### config.mk
export PLATFORM = sky130hd
export DESIGN_NAME = acs_sequencer
export DESIGN_NICKNAME = d
export VERILOG_FILES = /design/src/hw/acs_clkdiv.v /design/src/hw/acs_sequencer.v
export VERILOG_INCLUDE_DIRS = /design/src /design/src/common
export SDC_FILE = /design/constraint.sdc
export NUM_CORES = 1
export LEC_CHECK = 0
export ABC_AREA = 1
export BUFFER_PORTS_ARGS = -buffer_cell sky130_fd_sc_hd__buf_2
export CORE_MARGIN = 5
export CORE_UTILIZATION = 45
export DETAILED_ROUTE_END_ITERATION = 7
export PLACE_DENSITY = 0.71
export SKIP_CTS_REPAIR_TIMING = 1
export SLEW_MARGIN = 30
export SYNTH_ARGS = -nofsm -noshare
export SYNTH_HDL_FRONTEND = slang
export SYNTH_SLANG_ARGS = --single-unit
### constraint.sdc
create_clock -name CLK_I -period 1.1 [get_ports CLK_I]
set_input_delay 0 -clock CLK_I [delete_from_list [all_inputs] [get_ports CLK_I]]
set_output_delay 0 -clock CLK_I [all_outputs]
set_load 0.05 [all_outputs]
### src/common/acs_defines.vh
// constants for the converter conversion sequencer
`ifndef ACS_DEFINES_VH
`define ACS_DEFINES_VH

// -----------------------------------------------------------------
// register addresses and reset values
// -----------------------------------------------------------------
`define ACS_ADDR_W             20
`define ACS_REF_OPT_ADDR       20'hF0010
`define ACS_TRIG_MODE_ADDR     20'hFFF32
`define ACS_REF_OPT_RST        8'h00
`define ACS_TRIG_MODE_RST      8'h00
`define ACS_REF_OPT_MASK       8'hED
`define ACS_TRIG_MODE_MASK     8'hE3

// -----------------------------------------------------------------
// trigger/mode register fields
// -----------------------------------------------------------------
`define ACS_TM_TMODE_HI        7
`define ACS_TM_TMODE_LO        6
`define ACS_TM_ONESHOT         5
`define ACS_TM_TSRC_HI         1
`define ACS_TM_TSRC_LO         0

// -----------------------------------------------------------------
// reference/option register fields
// -----------------------------------------------------------------
`define ACS_RO_PREF_HI         7
`define ACS_RO_PREF_LO         6
`define ACS_RO_NREF            5
`define ACS_RO_RANGE           3
`define ACS_RO_WAKE            2
`define ACS_RO_RES             0

// -----------------------------------------------------------------
// codes
// -----------------------------------------------------------------
`define ACS_TSRC_TIMER         2'h0
`define ACS_TSRC_EVENT         2'h1
`define ACS_TSRC_INTERVAL      2'h3
`define ACS_PREF_SUPPLY        2'h0
`define ACS_PREF_EXTPIN        2'h1
`define ACS_PREF_INTERNAL      2'h2

// -----------------------------------------------------------------
// timing counts, in converter clocks unless noted
// -----------------------------------------------------------------
`define ACS_STAB_NORMAL        5'd8
`define ACS_STAB_LOWV          5'd2
`define ACS_CONV_MODE1         5'd19
`define ACS_CONV_MODE2         5'd17
`define ACS_CONV_8BIT_LESS     5'd2
`define ACS_FIRST_EXTRA        5'd1
`define ACS_IT_GUARD_FCLK      3'd4
`define ACS_SCAN_LAST          2'h3

`endif

### src/hw/acs_clkdiv.v
// converter clock enable divider
`timescale 1ns/1ps
`include "acs_defines.vh"

module acs_clkdiv (
    // clock and reset
    input  wire       clk_i,
    input  wire       rst_n_i,
    // control
    input  wire       clr_i,
    input  wire [2:0] sel_i,
    // one-cycle converter clock enable
    output wire       tick_o
);

    reg  [5:0] cnt_q;
    reg  [5:0] last;

    // -----------------------------------------------------------------
    // divide select decode
    // -----------------------------------------------------------------
    always @* begin
        case (sel_i)
            3'h0:    last = 6'd63;
            3'h1:    last = 6'd31;
            3'h2:    last = 6'd15;
            3'h3:    last = 6'd7;
            3'h4:    last = 6'd5;
            3'h5:    last = 6'd4;
            3'h6:    last = 6'd3;
            default: last = 6'd1;
        endcase
    end

    // cleared on start so the first tick lands a full period later
    always @(posedge clk_i or negedge rst_n_i) begin
        if (!rst_n_i) begin
            cnt_q <= 6'h00;
        end else if (clr_i || cnt_q >= last) begin
            cnt_q <= 6'h00;
        end else begin
            cnt_q <= cnt_q + 6'd1;
        end
    end

    assign tick_o = !clr_i && (cnt_q >= last);

endmodule

### src/hw/acs_sequencer.v
// conversion sequencer: mode registers, triggers, timing phases
// How it works
// - converter clock is fclk over 64..2; 19 or 17 clocks, two fewer at 8-bit.
// - hardware wait mode adds 8 or 2 converter clocks of supply settling.
// - later sequential and scan 1-3 conversions skip start delay and settling.
// - wait-mode total is divider times settling, one extra and conversion clocks.
// - first conversion alone gets an extra conversion-state interval.
// - mode field 7:6: 00/01 software, 10 hardware no-wait, 11 hardware wait.
// - bit 5 low repeats conversions, high converts once.
// - source 00 timer channel 1, 01 event link, 11 interval timer, 10 banned.
// - outside wake mode, a second interval trigger within four fclk is ignored.
// - reset clears both mode registers to zero.
// - positive reference 00 supply, 01 external pin, 10 internal 1.45 V.
// - in wait mode a hardware trigger sets the run flag; software only clears it.
`timescale 1ns/1ps
`include "acs_defines.vh"

module acs_sequencer (
    // clock and reset
    input  wire                   CLK_I,
    input  wire                   RST_N_I,
    // register access
    input  wire [`ACS_ADDR_W-1:0] ADDR_I,
    input  wire [7:0]             WDATA_I,
    input  wire                   WE_I,
    output reg  [7:0]             RDATA_O,
    // loose control bits
    input  wire [2:0]             CLK_DIV_SEL_I,
    input  wire [1:0]             TIMING_MODE_SEL_I,
    input  wire                   CONVERTER_ENABLE_I,
    input  wire                   SCAN_MODE_I,
    input  wire                   RUN_SET_I,
    input  wire                   RUN_CLR_I,
    // hardware trigger sources
    input  wire                   TIMER_CH1_IRQ_I,
    input  wire                   EVENT_LINK_I,
    input  wire                   INTERVAL_TIMER_IRQ_I,
    // status and analog control
    output wire                   CONV_RUN_FLAG_O,
    output wire                   STAB_WAIT_O,
    output wire                   CONVERTING_O,
    output reg                    CONV_DONE_O,
    output wire [1:0]             SCAN_POS_O,
    output wire [1:0]             POS_REF_SEL_O,
    output wire                   NEG_REF_SEL_O,
    output wire                   RANGE_CHECK_SEL_O,
    output wire                   WAKE_CONVERT_ENABLE_O,
    output wire                   RESOLUTION_SEL_O
);

    localparam [4:0] S_IDLE  = 5'b00001;
    localparam [4:0] S_START = 5'b00010;
    localparam [4:0] S_STAB  = 5'b00100;
    localparam [4:0] S_FIRST = 5'b01000;
    localparam [4:0] S_CONV  = 5'b10000;

    // -----------------------------------------------------------------
    // reset release
    // -----------------------------------------------------------------
    reg        rst_s1_q;
    reg        rst_n;
    always @(posedge CLK_I or negedge RST_N_I) begin
        if (!RST_N_I) begin
            rst_s1_q <= 1'b0;
            rst_n    <= 1'b0;
        end else begin
            rst_s1_q <= 1'b1;
            rst_n    <= rst_s1_q;
        end
    end

    // -----------------------------------------------------------------
    // mode registers
    // -----------------------------------------------------------------
    reg  [7:0] trig_mode_q;
    reg  [7:0] ref_opt_q;
    wire       sel_tm = (ADDR_I == `ACS_TRIG_MODE_ADDR);
    wire       sel_ro = (ADDR_I == `ACS_REF_OPT_ADDR);

    always @(posedge CLK_I or negedge rst_n) begin
        if (!rst_n) begin
            trig_mode_q <= `ACS_TRIG_MODE_RST;
            ref_opt_q   <= `ACS_REF_OPT_RST;
        end else if (WE_I) begin
            if (sel_tm) begin
                trig_mode_q <= WDATA_I & `ACS_TRIG_MODE_MASK;
            end
            if (sel_ro) begin
                ref_opt_q <= WDATA_I & `ACS_REF_OPT_MASK;
            end
        end
    end

    // unmapped addresses read zero
    always @* begin
        if (sel_tm) begin
            RDATA_O = trig_mode_q;
        end else if (sel_ro) begin
            RDATA_O = ref_opt_q;
        end else begin
            RDATA_O = 8'h00;
        end
    end

    wire [1:0] tmode    = trig_mode_q[`ACS_TM_TMODE_HI:`ACS_TM_TMODE_LO];
    wire       hw_mode  = tmode[1];
    wire       hw_wait  = tmode[1] & tmode[0];
    wire       hw_nowt  = tmode[1] & ~tmode[0];
    wire       oneshot  = trig_mode_q[`ACS_TM_ONESHOT];
    wire [1:0] tsrc     = trig_mode_q[`ACS_TM_TSRC_HI:`ACS_TM_TSRC_LO];
    wire       wake_en  = ref_opt_q[`ACS_RO_WAKE];
    wire       res_8bit = ref_opt_q[`ACS_RO_RES];

    // reference select straight to the analog side
    assign POS_REF_SEL_O         = ref_opt_q[`ACS_RO_PREF_HI:`ACS_RO_PREF_LO];
    assign NEG_REF_SEL_O         = ref_opt_q[`ACS_RO_NREF];
    assign RANGE_CHECK_SEL_O     = ref_opt_q[`ACS_RO_RANGE];
    assign WAKE_CONVERT_ENABLE_O = wake_en;
    assign RESOLUTION_SEL_O      = res_8bit;

    // -----------------------------------------------------------------
    // hardware trigger selection and interval guard
    // -----------------------------------------------------------------
    reg  [2:0] it_guard_q;
    reg        hw_raw;

    // source select, prohibited code never triggers
    always @* begin
        case (tsrc)
            `ACS_TSRC_TIMER:    hw_raw = TIMER_CH1_IRQ_I;
            `ACS_TSRC_EVENT:    hw_raw = EVENT_LINK_I;
            `ACS_TSRC_INTERVAL: hw_raw = INTERVAL_TIMER_IRQ_I && (it_guard_q == 3'd0);
            default:            hw_raw = 1'b0;
        endcase
    end

    wire hw_trig = hw_mode && CONVERTER_ENABLE_I && hw_raw;

    // mask repeat interval triggers for four fclk
    always @(posedge CLK_I or negedge rst_n) begin
        if (!rst_n) begin
            it_guard_q <= 3'd0;
        end else if (hw_trig && tsrc == `ACS_TSRC_INTERVAL && !wake_en) begin
            it_guard_q <= `ACS_IT_GUARD_FCLK;
        end else if (it_guard_q != 3'd0) begin
            it_guard_q <= it_guard_q - 3'd1;
        end
    end

    // -----------------------------------------------------------------
    // converter clock and phase lengths
    // -----------------------------------------------------------------
    reg  [4:0] state_q;
    reg  [4:0] state_d;
    reg  [4:0] cnt_q;
    reg  [1:0] scan_q;
    reg        first_q;
    reg        run_q;
    wire       fad_tick;
    wire       div_clr = (state_q == S_IDLE);

    acs_clkdiv u_div (
        .clk_i   (CLK_I),
        .rst_n_i (rst_n),
        .clr_i   (div_clr),
        .sel_i   (CLK_DIV_SEL_I),
        .tick_o  (fad_tick)
    );

    wire [4:0] stab_len = TIMING_MODE_SEL_I[1] ? `ACS_STAB_LOWV : `ACS_STAB_NORMAL;
    wire [4:0] conv_base = TIMING_MODE_SEL_I[0] ? `ACS_CONV_MODE2 : `ACS_CONV_MODE1;
    wire [4:0] conv_len  = res_8bit ? (conv_base - `ACS_CONV_8BIT_LESS) : conv_base;
    // phases advance on converter clock ticks only
    wire       last_tick = fad_tick && (cnt_q == 5'd1);

    // -----------------------------------------------------------------
    // sequencing
    // -----------------------------------------------------------------
    // software trigger mode starts on the run flag; hardware modes on a trigger
    wire sw_go    = !hw_mode && run_q && CONVERTER_ENABLE_I;
    wire nowt_go  = hw_nowt && run_q && hw_trig;
    wire wait_go  = hw_wait && hw_trig;
    wire conv_end = (state_q == S_CONV) && last_tick;
    wire more_scan = SCAN_MODE_I && (scan_q != `ACS_SCAN_LAST);
    wire continue_seq = more_scan || !oneshot;
    wire run_stop = !run_q || !CONVERTER_ENABLE_I;

    always @* begin
        state_d = state_q;
        case (state_q)
            S_IDLE: begin
                if (wait_go) begin
                    state_d = S_STAB;
                end else if (sw_go || nowt_go) begin
                    state_d = S_START;
                end
            end
            S_START: begin
                if (fad_tick) begin
                    state_d = first_q ? S_FIRST : S_CONV;
                end
            end
            S_STAB: begin
                if (last_tick) begin
                    state_d = first_q ? S_FIRST : S_CONV;
                end
            end
            S_FIRST: begin
                if (last_tick) begin
                    state_d = S_CONV;
                end
            end
            S_CONV: begin
                // follow-on conversions go straight to converting
                if (last_tick && !continue_seq) begin
                    state_d = S_IDLE;
                end
            end
            default: state_d = S_IDLE;
        endcase
        if (run_stop && state_q != S_IDLE && !wait_go) begin
            state_d = S_IDLE;
        end
    end

    always @(posedge CLK_I or negedge rst_n) begin
        if (!rst_n) begin
            state_q     <= S_IDLE;
            cnt_q       <= 5'd0;
            scan_q      <= 2'h0;
            first_q     <= 1'b1;
            CONV_DONE_O <= 1'b0;
        end else begin
            state_q     <= state_d;
            CONV_DONE_O <= conv_end;
            if (state_d == S_IDLE) begin
                first_q <= 1'b1;
                scan_q  <= 2'h0;
            end else if (conv_end) begin
                first_q <= 1'b0;
                scan_q  <= more_scan ? scan_q + 2'h1 : 2'h0;
            end
            // settling then conversion, back to back in ticks
            if (state_d == S_STAB && state_q != S_STAB) begin
                cnt_q <= stab_len;
            // extra interval before the first conversion
            end else if (state_d == S_FIRST && state_q != S_FIRST) begin
                cnt_q <= `ACS_FIRST_EXTRA;
            end else if (state_d == S_CONV && (state_q != S_CONV || conv_end)) begin
                cnt_q <= conv_len;
            end else if (fad_tick && cnt_q != 5'd0) begin
                cnt_q <= cnt_q - 5'd1;
            end
        end
    end

    // -----------------------------------------------------------------
    // run flag
    // -----------------------------------------------------------------
    // one-shot ends clear it except in no-wait mode, which keeps it set
    wire auto_clr = conv_end && !continue_seq && !hw_nowt;

    // trigger sets it in wait mode; software set refused there
    always @(posedge CLK_I or negedge rst_n) begin
        if (!rst_n) begin
            run_q <= 1'b0;
        end else if (wait_go || (RUN_SET_I && !hw_wait)) begin
            run_q <= 1'b1;
        end else if (RUN_CLR_I || auto_clr) begin
            run_q <= 1'b0;
        end
    end

    assign CONV_RUN_FLAG_O = run_q;
    assign STAB_WAIT_O     = (state_q == S_STAB);
    assign CONVERTING_O    = (state_q == S_FIRST) || (state_q == S_CONV);
    assign SCAN_POS_O      = scan_q;

endmodule

==> flow_summary_export.csv <==
group,metric,value,unit
timing,whs,0.0338,ns
finish,final_util,76.3,%
routing,vias,2845,
timing,period_minus_slack,2.18,ns
finish,fin_nets,538,
run_status,violations,"negative setup slack",
place,dp_cells,521,
timing,hold_violations,0,
finish,layout_commonest_cell,"buf_4",
grt,grt_pass1_wl,11100,um
floorplan,core.rowCount,27,
routing,drt_iter0_markers,180,
cts,clkSinkCount,37,
floorplan,io_pins,63,
run_status,outcome,"complete, but fails checks",
cts,numCtsBuffers,5,
timing,rsz0062_at_grt,"yes",
synthesis,synth-edff-count,0,
synthesis,ys_seq_area_share,37.3,%
place,portBuffers,60,
routing,first_pass_iters,5,
cts,cts_tree,"yes",
finish,area_delta_synth_final,66.6,%
synthesis,syn-num-nets,383,
timing,fin_skew,0.00344,ns
finish,final_cell_mix,"67 x buf_4, 61 x nand2_1, 49 x buf_2, 42 x inv_1, 31 x dfrtp_1",
routing,totalWireLength,8560,um
power_and_ir_drop,vdd_ir_drop_max,1.01,mV
floorplan,start_util,45.8,%
place,dp_hpwl,5130,um
routing,wl_per_cell,15.4,um
run,max_cap_violations,0,
setup_path,critPathKind,"reg2reg",
grt,antenna_found_initial,0,
place,place_area,3520,um^2
synthesis,syn_area,2490,um^2
setup_path,rrSetupSlack,-1.08,ns
routing,ant_nets,0,
floorplan,coreArea,5440,um^2
synthesis,synth_seq_cells,37,
power_and_ir_drop,p_per_area,1250,nW/um^2
floorplan,die_area,7120,um^2
finish,stdcell_count,555,
setup_path,crit_fanout,7,
routing,drc,0,
power_and_ir_drop,p_leak,2.18,nW
synthesis,synth_cell_types,37,
finish,antenna_cells,0,
finish,fin_area,4150,um^2
setup_path,cp-end-kind,"register",
place,pre_cts_slack,-1.03,ns
cts,root_buffer,"clkbuf_8",
synthesis,ys_dominant_reg_cell,"dfrtp_1",
place,routabilityCongestion,0.890,
cts,clk_latency,0.30,ns
finish,drive_gt1_share,52.0,%
timing,setup_ws,-1.08,ns
grt,grt_max_degree,29,
cts,cts_max_level,2,
grt,grt-ovfl-total,0,
floorplan,die_width,84.4,um
setup_path,crit_required,1.29,ns
grt,grt_pass1_vias,2459,
timing,report.final.setup_viol,44,
timing,clock.fmax,458,MHz
grt,grt_util_all_layers,19.0,%
setup_path,start_kind,"register",
synthesis,ys_async_sr_fraction,100,%
routing,viasPerCell,5.13,
synthesis,synth_warnings,0,
setup_path,cp.arrival,2.38,ns
floorplan,die_h,84.4,um
timing,maxSlewViolCount,0,
cts,cts_buffer_depth,2,
finish,fill_cells,330,
synthesis,synth_cells,327,
synthesis,postSynthAreaPerCell,7.61,um^2
timing,fin_crit_sh,198,%
hold_path,hold_class,"in2reg",
cts,clkSlewWorstSetupHoldPaths,0.08,ns
[cells in the mapped netlist (3+ instances only)]
library cell  count  share of area (%)
o21ai_0          16                3.2
nor2_2            5                1.3
nand2_1          78                 12
nand3_1          19                3.8
or4_1             3               0.90
inv_1            51                7.7
ha_1             13                6.5
nor2_4            3                1.4
nor3_2            3                1.2
nor2_1           25                3.8
o21ai_1           6                1.2
nand4_1          11                2.8
nand2_2           5                1.3
inv_2            13                2.0
nand2_4           5                2.3
a21oi_1           6                1.2
dfrtp_1          35                 35
nor3_1            3               0.60
[per-stage QoR]
step	total power [mW]	TNS, ns
final	5.20	-21.29
after global routing	5.49	-24.90
after CTS	4.79	-20.26
after detailed placement	3.37	-22.58
after global placement	3.32	-20.75
after floorplan	2.63	-15.47
[critical path, stage by stage (launching register included)]
cell	delay, ns
dfrtp_1	0.38
ha_1	0.29
nand2_1	0.06
nand2_1	0.08
a21oi_4	0.19
nand2_4	0.11
buf_4	0.14
nand4_1	0.05
nand2_1	0.06
nand2_1	0.08
nand2_2	0.09
nand3_2	0.10
nand2_2	0.09
nor2_4	0.17
inv_2	0.06
nand2_1	0.07
nand2_1	0.05
[routing by layer]
layer  wire, um  track usage [%]  vias to the layer above
li1           -                -                     1362
met1       3110             24.3                     1295
met2       4480             32.0                      147
met3        598             4.61                       41
met4        380             5.47                        0
met5          0                0                        -
[cells by family (layout without fill, tap and decap cells)]
kind of cell	Yosys count	after routing	share of synthesized area [%]
AOI/OAI and AO/OA	35	35	8.39
xor gates and xnor gates	4	4	1.41
adders and majority gates	13	13	6.53
buffers and inverters	65	221	9.95
DFF	37	37	37.3
muxes	1	1	0.452
other	2	2	0.302
and+or+nand+nor	170	170	35.7
[path summary, 6_finish.rpt]
kind                                end            from  cells past startpoint
max reg2reg                    cnt_q[1]  u_div.cnt_q[3]                     16
min reg2reg                    cnt_q[2]           rst_n                      0
min                        ref_opt_q[0]      WDATA_I[0]                      3
min in group asynchronous      cnt_q[2]           rst_n                      0
max                            cnt_q[1]  u_div.cnt_q[3]                     16
max in group asynchronous         rst_n         RST_N_I                      3
[power by group]
group / internal (mW) / switching, mW / total, mW
clock network: 0.901 / 0.536 / 1.44
registers: 1.50 / 0.0938 / 1.60
logic: 0.981 / 1.18 / 2.16
[flip-flops by register name, indices dropped and copies added, names as in the netlist]
signal           flops
it_guard_q           3
rst_s1_q             1
SCAN_POS_O           2
ref_opt_q            6
state_q              5
u_div.cnt_q          6
first_q              1
CONV_DONE_O          1
CONV_RUN_FLAG_O      1
trig_mode_q          5
cnt_q                5
rst_n                1
[layout make-up]
type | instances | area, um^2 | share of cell area [%]
multi-input cells | 225 | 1600 | 38.6
repair buffers | 149 | 1140 | 27.5
flip-flops and latches | 37 | 933 | 22.5
inverters | 64 | 248 | 5.97
well taps | 72 | 90.1 | 2.17
clock buffers | 5 | 68.8 | 1.66
clock inverters | 3 | 65.1 | 1.57
Note: power is estimated with default switching activity, not from simulation.
